===== config.mk =====
export PLATFORM = sky130hd
export DESIGN_NAME = wim_top
export DESIGN_NICKNAME = d
export VERILOG_FILES = /design/src/verilog/wim_pkg.sv /design/src/verilog/wim_top.sv
export SDC_FILE = /design/constraint.sdc
export NUM_CORES = 1
export LEC_CHECK = 0
export ABC_AREA = 1
export BUFFER_PORTS_ARGS = -buffer_cell sky130_fd_sc_hd__buf_2
export CAP_MARGIN = 10
export CELL_PAD_IN_SITES_DETAIL_PLACEMENT = 1
export CELL_PAD_IN_SITES_GLOBAL_PLACEMENT = 1
export CORE_MARGIN = 3
export CORE_UTILIZATION = 43
export CTS_CLUSTER_DIAMETER = 30
export CTS_CLUSTER_SIZE = 20
export DETAILED_ROUTE_END_ITERATION = 16
export PLACE_DENSITY = 0.8
export REMOVE_ABC_BUFFERS = 1
export SETUP_SLACK_MARGIN = 0.3
export SYNTH_ARGS = -nofsm -noshare
export SYNTH_HDL_FRONTEND = slang
export SYNTH_SLANG_ARGS = --single-unit

===== constraint.sdc =====
create_clock -name clk_in -period 2 [get_ports clk_in]
set_input_delay 0.3 -clock clk_in [delete_from_list [all_inputs] [get_ports clk_in]]
set_output_delay 0.3 -clock clk_in [all_outputs]
set_load 0.05 [all_outputs]

===== src/verilog/wim_pkg.sv =====
// package for the wake-edge and interrupt mask block: frame layout, field
// positions, reset values, pulse timing and the carrier structs.
// assumes a 125 MHz system clock and a 16-bit spi frame, msb first.
package wim_pkg;
    // frame layout: bit 15 write, bits 14:9 address, bit 8 parity, 7:0 data
    localparam int FRAME_BITS = 16;
    localparam int FRM_WR_BIT = 15;
    localparam int FRM_PAR_BIT = 8;
    localparam logic [5:0] ADDR_WAKE_EDGE = 6'h05;
    localparam logic [5:0] ADDR_IRQ_MASK = 6'h06;
    // wake-edge register fields
    localparam int WE_PIN3_POS = 6;
    localparam int WE_PIN4_POS = 4;
    localparam int WE_PIN5_POS = 2;
    localparam int WE_INH23_POS = 1;
    localparam int WE_INH45_POS = 0;
    localparam logic [7:0] WE_RESET = 8'h00;
    localparam logic [7:0] WE_WMASK = 8'hff;
    // interrupt mask register fields
    localparam int IM_DUR_POS = 7;
    localparam int IM_ALL_POS = 5;
    localparam int IM_SNS_POS = 4;
    localparam int IM_PRE_POS = 3;
    localparam int IM_CORE_POS = 2;
    localparam int IM_OTH_POS = 1;
    localparam logic [7:0] IM_RESET = 8'h00;
    localparam logic [7:0] IM_WMASK = 8'hbe;
    // wake edge encodings
    localparam logic [1:0] EDGE_NONE = 2'b00;
    localparam logic [1:0] EDGE_RISE = 2'b01;
    localparam logic [1:0] EDGE_FALL = 2'b10;
    localparam logic [1:0] EDGE_ANY = 2'b11;
    // interrupt pulse timing
    localparam int CLK_MHZ = 125;
    localparam int PULSE_LONG_US = 100;
    localparam int PULSE_SHORT_US = 25;
    localparam int PULSE_LONG_CYC = PULSE_LONG_US * CLK_MHZ;
    localparam int PULSE_SHORT_CYC = PULSE_SHORT_US * CLK_MHZ;
    localparam int PULSE_CNT_W = 14;
    // global status flags supplied by the rest of the chip
    typedef struct packed {
        logic spi_g;
        logic wakeup_flag;
        logic can_g;
        logic pre_g;
        logic core_g;
        logic others_g;
    } wim_gflags_t;
    // regulator interrupt events, one-cycle pulses
    typedef struct packed {
        logic battery_sense_undervolt;
        logic pre_chg;
        logic core_chg;
        logic [2:0] others_chg;
    } wim_reg_evt_t;
endpackage : wim_pkg


===== src/verilog/wim_top.sv =====
// wake-edge selection and interrupt masking with its spi register port.
// assumes spi pins synchronous to clk_in, mode 0 (sample on sclk rise,
// shift on fall), sclk at most clk_in/4, and one-cycle event pulses.
`timescale 1ns/1ps
// Contract
// - edge code none, rise, fall, any
// - pin 3 wake field, reset clear
// - pin 4 wake field, reset clear
// - pin 5 wake field, reset clear
// - pair 4/5 inhibit blocks their pulse
// - pair 2/3 inhibit blocks their pulse
// - pair inhibit hides pair from io flag
// - width bit selects 100 or 25 us
// - mask byte layout, global inhibit all
// - sense undervoltage inhibit blocks its pulse
// - pre-regulator inhibit blocks its pulse
// - core inhibit blocks its pulse
// - other-regulator inhibit blocks their pulse
// - reply upper byte carries global flags
module wim_top #(
    parameter int LONG_CYC = wim_pkg::PULSE_LONG_CYC,
    parameter int SHORT_CYC = wim_pkg::PULSE_SHORT_CYC
) (
    // clock and reset
    input wire logic clk_in,
    input wire logic rst_b_in,
    // spi port
    input wire logic spi_cs_b_in,
    input wire logic spi_sclk_in,
    input wire logic spi_mosi_in,
    output logic spi_miso_out,
    output logic spi_miso_oe_out,
    // general-purpose pins and events
    input wire logic [2:0] pin_level_in,
    input wire logic io2_evt_in,
    input wire logic io01_flag_in,
    input wire logic [3:0] io_active_in,
    // regulator events and global flags
    input wire wim_pkg::wim_reg_evt_t reg_evt_in,
    input wire wim_pkg::wim_gflags_t gflags_in,
    // results
    output logic [2:0] wake_evt_out,
    output logic int_b_out,
    output logic [7:0] wake_edge_cfg_out,
    output logic [7:0] irq_mask_cfg_out
);
    // configuration registers
    logic [7:0] wake_edge_r;
    logic [7:0] irq_mask_r;
    // spi state
    logic sclk_q_r;
    logic cs_q_r;
    logic [4:0] bit_cnt_r;
    logic [15:0] rx_r;
    logic [15:0] reply_r;
    logic miso_r;
    logic oe_r;
    // pin edge state
    logic [2:0] lvl_q_r;
    logic [2:0] wake_r;
    // pulse state
    logic int_act_r;
    logic [wim_pkg::PULSE_CNT_W-1:0] cnt_r;
    // decoded strobes and fields
    logic sclk_rise;
    logic sclk_fall;
    logic cs_fall;
    logic cs_rise;
    logic [5:0] rd_addr;
    logic [7:0] rd_data;
    logic wr_ok;
    logic [2:0] pin_rise;
    logic [2:0] pin_fall;
    logic [2:0] wake_nxt;
    logic [5:0] sel_all;
    logic inh23;
    logic inh45;
    logic io_g;
    logic [7:0] flag_byte;
    logic trig;
    logic [wim_pkg::PULSE_CNT_W-1:0] width_sel;

    assign inh23 = wake_edge_r[wim_pkg::WE_INH23_POS];
    assign inh45 = wake_edge_r[wim_pkg::WE_INH45_POS];
    assign sclk_rise = !spi_cs_b_in && spi_sclk_in && !sclk_q_r;
    assign sclk_fall = !spi_cs_b_in && !spi_sclk_in && sclk_q_r;
    assign cs_fall = !spi_cs_b_in && cs_q_r;
    assign cs_rise = spi_cs_b_in && !cs_q_r;

    assign io_g = io01_flag_in | (|io_active_in[1:0] & !inh23) | (|io_active_in[3:2] & !inh45);

    // global flags, bit 12 reserved zero
    assign flag_byte = {gflags_in.spi_g, gflags_in.wakeup_flag, gflags_in.can_g, 1'b0,
                        io_g, gflags_in.pre_g, gflags_in.core_g, gflags_in.others_g};

    // register read mux, unmapped reads give zero
    assign rd_addr = rx_r[5:0];
    always_comb begin
        if (rd_addr == wim_pkg::ADDR_WAKE_EDGE) begin
            rd_data = wake_edge_r;
        end else if (rd_addr == wim_pkg::ADDR_IRQ_MASK) begin
            rd_data = irq_mask_r;
        end else begin
            rd_data = 8'h00;
        end
    end

    // full frame, write bit, odd parity
    assign wr_ok = cs_rise && (bit_cnt_r == 5'(wim_pkg::FRAME_BITS))
                   && rx_r[wim_pkg::FRM_WR_BIT] && (^rx_r);

    // edge samples of spi pins
    always_ff @(posedge clk_in or negedge rst_b_in) begin
        if (!rst_b_in) begin
            sclk_q_r <= 1'b0;
            cs_q_r <= 1'b1;
        end else begin
            sclk_q_r <= spi_sclk_in;
            cs_q_r <= spi_cs_b_in;
        end
    end

    // receive shifter and bit count
    always_ff @(posedge clk_in or negedge rst_b_in) begin
        if (!rst_b_in) begin
            bit_cnt_r <= 5'h00;
            rx_r <= 16'h0000;
        end else if (cs_fall) begin
            bit_cnt_r <= 5'h00;
        end else if (sclk_rise && bit_cnt_r != 5'(wim_pkg::FRAME_BITS)) begin
            // extra clocks beyond a frame are ignored
            bit_cnt_r <= bit_cnt_r + 5'h01;
            rx_r <= {rx_r[14:0], spi_mosi_in};
        end
    end

    // reply word and miso bit
    always_ff @(posedge clk_in or negedge rst_b_in) begin
        if (!rst_b_in) begin
            reply_r <= 16'h0000;
            miso_r <= 1'b0;
        end else if (cs_fall) begin
            reply_r <= {flag_byte, 8'h00};
            miso_r <= flag_byte[7];
        end else begin
            // lower byte known once the address is in
            if (sclk_rise && bit_cnt_r == 5'h07) begin
                reply_r[7:0] <= rd_data;
            end
            if (sclk_fall && bit_cnt_r < 5'(wim_pkg::FRAME_BITS)) begin
                miso_r <= reply_r[4'(5'h0f - bit_cnt_r)];
            end
        end
    end

    // miso drive enable follows chip select
    always_ff @(posedge clk_in or negedge rst_b_in) begin
        if (!rst_b_in) begin
            oe_r <= 1'b0;
        end else begin
            oe_r <= !spi_cs_b_in;
        end
    end

    // wake field register, cleared at reset
    always_ff @(posedge clk_in or negedge rst_b_in) begin
        if (!rst_b_in) begin
            wake_edge_r <= wim_pkg::WE_RESET;
        end else if (wr_ok && rx_r[14:9] == wim_pkg::ADDR_WAKE_EDGE) begin
            wake_edge_r <= rx_r[7:0] & wim_pkg::WE_WMASK;
        end
    end

    // mask byte, reserved bits kept zero
    always_ff @(posedge clk_in or negedge rst_b_in) begin
        if (!rst_b_in) begin
            irq_mask_r <= wim_pkg::IM_RESET;
        end else if (wr_ok && rx_r[14:9] == wim_pkg::ADDR_IRQ_MASK) begin
            irq_mask_r <= rx_r[7:0] & wim_pkg::IM_WMASK;
        end
    end

    assign sel_all = wake_edge_r[7:2];
    assign pin_rise = pin_level_in & ~lvl_q_r;
    assign pin_fall = ~pin_level_in & lvl_q_r;
    always_comb begin
        wake_nxt = 3'b000;
        for (int i = 0; i < 3; i++) begin
            // pins 3 to 5, sel bit 0 rise, bit 1 fall
            wake_nxt[i] = (sel_all[5-2*i-1] & pin_rise[i]) | (sel_all[5-2*i] & pin_fall[i]);
        end
    end

    always_ff @(posedge clk_in or negedge rst_b_in) begin
        if (!rst_b_in) begin
            lvl_q_r <= 3'b000;
            wake_r <= 3'b000;
        end else begin
            lvl_q_r <= pin_level_in;
            wake_r <= wake_nxt;
        end
    end

    assign trig = !irq_mask_r[wim_pkg::IM_ALL_POS] & (
        ((io2_evt_in | wake_r[0]) & !inh23) |
        (|wake_r[2:1] & !inh45) |
        (reg_evt_in.battery_sense_undervolt & !irq_mask_r[wim_pkg::IM_SNS_POS]) |
        (reg_evt_in.pre_chg & !irq_mask_r[wim_pkg::IM_PRE_POS]) |
        (reg_evt_in.core_chg & !irq_mask_r[wim_pkg::IM_CORE_POS]) |
        (|reg_evt_in.others_chg & !irq_mask_r[wim_pkg::IM_OTH_POS]));

    assign width_sel = irq_mask_r[wim_pkg::IM_DUR_POS] ?
                       wim_pkg::PULSE_CNT_W'(SHORT_CYC - 1) :
                       wim_pkg::PULSE_CNT_W'(LONG_CYC - 1);

    // pulse counter, events during a pulse merge into it
    always_ff @(posedge clk_in or negedge rst_b_in) begin
        if (!rst_b_in) begin
            int_act_r <= 1'b0;
            cnt_r <= '0;
        end else if (!int_act_r) begin
            if (trig) begin
                int_act_r <= 1'b1;
                cnt_r <= width_sel;
            end
        end else if (cnt_r == '0) begin
            int_act_r <= 1'b0;
        end else begin
            cnt_r <= cnt_r - 1'b1;
        end
    end

    // outputs
    assign spi_miso_out = miso_r;
    assign spi_miso_oe_out = oe_r;
    assign wake_evt_out = wake_r;
    assign int_b_out = !int_act_r;
    assign wake_edge_cfg_out = wake_edge_r;
    assign irq_mask_cfg_out = irq_mask_r;

    // pulse length helper
    logic [wim_pkg::PULSE_CNT_W:0] len_r;
    logic [wim_pkg::PULSE_CNT_W-1:0] want_r;
    always_ff @(posedge clk_in or negedge rst_b_in) begin
        if (!rst_b_in) begin
            len_r <= '0;
            want_r <= '0;
        end else if (!int_act_r && trig) begin
            len_r <= '0;
            // expected length straight from the width parameters
            want_r <= irq_mask_r[wim_pkg::IM_DUR_POS] ?
                      wim_pkg::PULSE_CNT_W'(SHORT_CYC) :
                      wim_pkg::PULSE_CNT_W'(LONG_CYC);
        end else if (int_act_r) begin
            len_r <= len_r + 1'b1;
        end
    end
endmodule : wim_top


# Word-level counts from Yosys, hierarchy flattened
# Index checks and enable logic that the tools add are counted.
# op_classes
order_cmp,2
n_addsub,3
n_bitwise,31
n_mux,17
eq_ne,8
n_reduce_logical,38
# op_table
op,n
14-bit 2-to-1 mux,4
8-bit 2-to-1 mux,4
6-bit by 3-bit == test with 1-bit output (second input constant),4
16-bit XOR reduction,1
1-bit bitwise AND,15
1-bit logical AND,14
14-bit logical NOT,1
14-bit by 1-bit subtractor with 14-bit output (second input constant),1
1-bit logical NOT,12
1-bit bitwise OR,11
5-bit 2-to-1 mux,2
2-bit nonzero test,4
3-bit bitwise AND,2
1-bit 2-to-1 mux,6
3-bit NOT,2
2-bit OR reduction,3
5-bit by 1-bit adder with 5-bit output (second input constant),1
5-bit by 3-bit == test with 1-bit output (second input constant),1
5-bit == test (second input constant),1
4-bit by 5-bit < comparator with 1-bit output (second input constant),1
5-bit < comparator (second input constant),1
5-bit != test (second input constant),1
1-bit binary-select mux with 4-bit select,1
2-bit AND reduction,2
other kinds (4),4
# totals
out_inout_bits,22
ff_bits,75
word_cells,113

# Logic depth before layout (Yosys ltp)
# depth
word_depth,10
mapped_depth,14
mapped_depth_nobuf,13

# Worst setup path before layout
# Ideal clock, no wire load.
# synth_path
path_type,register -> register
startpoint,register cnt_r[0] (netlist name)
endpoint,register cnt_r[4] (netlist name)
setup_ns,0.119
arrival_time_ns,1.609
required_ns,1.881
n_path_buf,1
slack_ns,0.272
stages_incl_launch_ff,13
path_cell_list,dfrtp_1 > inv_1 > ha_1 > nand3_1 > nor2_2 > nand2_1 > nor2_1 > nand3_1 > nand2_1 > nand2_2 > buf_6 > nor2_1 > nor2_1
# synth_between
elab_chain_len,3
elab_cells_between_ends,6
classes_between,add/sub: 1; eq/ne: 1; mux: 2; reduce/logical: 2
# synth_lines
item,line_no,rtl
from (decl),wim_top.sv:63,logic [wim_pkg::PULSE_CNT_W-1:0] cnt_r;
from (signal assigned),wim_top.sv:224,cnt_r <= width_sel;
from (signal assigned),wim_top.sv:229,cnt_r <= cnt_r - 1'b1;
14-bit by 1-bit subtractor with 14-bit output or 14-bit logical NOT (tied branches),"wim_top.sv:229, wim_top.sv:226",
14-bit 2-to-1 mux or 2-bit != test (tied branches),n/a,
14-bit 2-to-1 mux or 2-bit AND reduction (tied branches),n/a,
# Parallel ways exist; a longest one is shown, timed or not. The select of a mux whose other input is x is not followed.
# A chain may end at the register's enable or synchronous reset.

# Final worst setup path
# layout_path
startpoint,register rx_r[4]
endpoint,"register wake_edge_r[1], in the netlist wake_edge_cfg_out[1]"
# layout_between
elab_chain_len,3
# layout_lines
item,line_no,rtl
from (decl),wim_top.sv:54,logic [15:0] rx_r;
from (signal assigned),wim_top.sv:133,"rx_r <= {rx_r[14:0], spi_mosi_in};"
16-bit XOR reduction,wim_top.sv:110,&& rx_r[wim_pkg::FRM_WR_BIT] && (^rx_r);
1-bit logical AND,wim_top.sv:110,
1-bit logical AND,wim_top.sv:169,end else if (wr_ok && rx_r[14:9] == wim_pkg::ADDR_WAKE_EDGE) begin
to (signal assigned),wim_top.sv:168,wake_edge_r <= wim_pkg::WE_RESET;
to (signal assigned),wim_top.sv:170,wake_edge_r <= rx_r[7:0] & wim_pkg::WE_WMASK;
to (decl),wim_top.sv:48,logic [7:0] wake_edge_r;
# Every way passes these cells.

==> out/metrics.yaml <==
run_status:
  status: "finished, final reports clean"
yosys:
  synth-seq-cells: 75
  syn-cell-area_mm2: 0.003882
  synthCells: 501
  yosysWarnings: 0
  ys_types: 35
  syn_avg_cell_area_um2: 7.749
  ys_seq_area_frac: 0.4837
global_routing:
  grt_pass1_wl_um: 19260
  grt_usage: 0.2401
  grt_antenna_before_repair: 0
  grt_max_degree: 76
  grt_pass1_vias: 3934
  overflow: 0
setup_path:
  critical-path-top-delay-family: "simple AND/OR/NAND/NOR gates"
  worstPathRequired_ns: 2.30
  crit_top_cell: "nand2_1"
  r2r_start: "rx_r[4]$_DFFE_PN0P_"
  slowest_delay_ns: 0.37
  cp.depth: 14
  r2r_cells: 14
  crit_buf_inv: 5
  cp_slowest_cell: "dfrtp_1"
  crit_start: "rx_r[4]$_DFFE_PN0P_"
  worst-setup-path-type: "reg -> reg"
  cp.arrival_ns: 2.20
  reg2reg_slack_ns: 0.09
  cp-end-kind: "register"
  start_kind: "register"
  path_cells: "inv_1 > ha_1 > inv_1 > nand2_1 > nand2_1 > nand2_1 > nand2_2 > inv_2 > nand2_4 > inv_4 > nor2_4 > clkbuf_16 > nand3_1 > nand2_1"
  critPathMaxFanout: 7
detailed_routing:
  dr.pass1.iters: 4
  wl_um: 13810
  wire_per_inst_um: 19.36
  viasPerCell: 5.467
  num_vias: 3898
  first_iter_violations: 256
  ant_nets: 0
  drc_errors: 0
sta:
  setup_viol: 0
  rsz0062_at_grt: "true"
  finalSetupTns_ns: 0
  period_needed_ns: 1.905
  finalHoldViolations: 0
  final_max_slew_viol_count: 0
  worst_clock_skew_ns: 0.01165
  finalCritPeriodShare: 0.9526
  relSlewSlack: 0.6478
  max_freq_mhz: 524.9
  worst_pin_slew_ns: 0.5263
worst_hold_path:
  min_path_cells: 1
  hold_path.class: "in -> reg"
  min_from: "spi_sclk_in"
cells_and_area:
  seq_area_mm2: 0.001886
  drive_gt1_frac: 0.3438
  num-fill-cells: 1066
  final_common_cell: "nand2_1"
  area_delta_synth_final_pct: 37.06
  multi_input_area_mm2: 0.002029
  layout_common_cells: "nand2_1, dfrtp_1, o21ai_0"
  nNetsFinal: 633
  diodes: 0
power:
  power_mw: 4.432
  powerDensity_mw_per_mm2: 832.8
  p_leak_nw: 2.618
  ir_drop_mv: 0.4877
clock_network:
  cts_sinks: 75
  clk_pin_slew_ns: 0.09
  cts_tree: "done"
  htreeDepth: 3
  root_buffer: "clkbuf_8"
  numCtsBuffers: 9
  insertion_delay_ns: 0.36
  clk_path_buf_depth: 2
floorplan:
  die_x_um: 101.0
  core_area_mm2: 0.008763
  dieArea_mm2: 0.01021
  rows: 34
  die_h_um: 101.0
  io_pins: 48
  initial_core_util: 0.4430
place:
  hpwl_um: 7947
  gp_congestion: 0.8898
  io_buffers: 45
run:
  drv_cap: 0
## state kept, by name, summed over array words and instances, names as in the netlist
| signal | cells |
|---|---|
| spi_miso_oe_out | 1 |
| irq_mask_cfg_out | 6 |
| reply_r | 15 |
| spi_miso_out | 1 |
| cs_q_r | 1 |
| wake_evt_out | 3 |
| rx_r | 16 |
| wake_edge_cfg_out | 8 |
| int_act_r | 1 |
| bit_cnt_r | 5 |
| sclk_q_r | 1 |
| lvl_q_r | 3 |
| cnt_r | 14 |
## cell families after synthesis
logic type | after synthesis | share of synthesized area
buf+inv | 75 | 0.07992
fa+ha+maj | 6 | 0.01934
xor+xnor | 9 | 0.02030
flops | 75 | 0.4837
compound gates | 79 | 0.1092
other cells | 1 | 0.0009659
simple gates | 256 | 0.2865
## layer usage
| layer | up-vias | wire length [um] | track usage |
|---|---|---|---|
| met3 | 27 | 597 | 0.03045 |
| met2 | 106 | 7104 | 0.4187 |
| met1 | 1955 | 5832 | 0.3132 |
| met4 | 0 | 273 | 0.06646 |
| li1 | 1810 | - | - |
| met5 | - | 0 | 0 |
## final cells by class
class	count	area share
clock buffer	9	0.02328
clock inverter	6	0.02586
inverter	64	0.04891
multi-input combinational	352	0.3814
sequential	75	0.3543
tap	108	0.02539
timing repair buffer	99	0.1408
## worst paths after layout
| kind | end |
|---|---|
| max in group asynchronous | int_act_r$_DFF_PN0_ |
| worst min register to register | reply_r[8]$_DFFE_PN0P_ |
| min in group asynchronous | reply_r[15]$_DFFE_PN0P_ |
| worst max-delay path | wake_edge_cfg_out[1]$_DFFE_PN0P_ |
| worst min-delay path | sclk_q_r$_DFF_PN0_ |
| worst max register to register | wake_edge_cfg_out[1]$_DFFE_PN0P_ |
## what timing repair did
item,in CTS,in global routing
endpoints found under the setup margin,32,48
endpoints found under the hold margin,74,0
resized for setup,23,85
hold buffers,1,0
gates cloned,0,2
buffers inserted,21,12
pin swaps,7,23
## metrics by stage
step                      area [um2]  hold WS, ns  utilization  worst slack, ns  cells
after floorplan                 3816     0.004409            -           0.2233    491
after global placement          4364       0.3538       0.4980           0.1108    662
after detailed placement        4364       0.3563       0.4980          0.05383    662
after CTS                       4886      0.05950       0.5575           0.2396    699
after global routing            5321      0.05319       0.6072          0.03320    713
final                           5321      0.06795       0.6072          0.09485    713
## cell usage after synthesis
cell / instances / area, um2
a21oi_1: 15 / 75.07
a31oi_1: 1 / 6.260
buf_2: 2 / 10.01
buf_4: 3 / 22.52
buf_6: 2 / 22.52
clkbuf_1: 4 / 15.01
clkinv_1: 2 / 7.510
conb_1: 1 / 3.750
dfrtp_1: 74 / 1852
dfstp_2: 1 / 26.28
ha_1: 6 / 75.07
inv_1: 52 / 195.2
inv_2: 10 / 37.54
nand2_1: 160 / 600.6
nand2_2: 6 / 37.54
nand3_1: 35 / 175.2
nand3_2: 1 / 10.01
nand4_1: 7 / 43.79
nand4_2: 1 / 12.51
nor2_1: 30 / 112.6
nor2_2: 3 / 18.77
nor2_4: 1 / 11.26
nor3_1: 8 / 40.04
nor3_2: 1 / 10.01
nor4_2: 1 / 12.51
nor4_4: 1 / 21.27
o211ai_1: 1 / 7.510
o21a_1: 3 / 22.52
o21ai_0: 49 / 245.2
o21ai_1: 4 / 20.02
o221ai_1: 4 / 35.03
o22ai_1: 2 / 12.51
or2_2: 1 / 6.260
xnor2_1: 3 / 26.28
xor2_1: 6 / 52.55
## power breakdown
group / switching (mW) / internal [mW]
logic: 0.704 / 0.395
registers: 0.115 / 1.63
clock network: 0.634 / 0.956
total: 1.45 / 2.98
(Power assumes the default switching activity.)
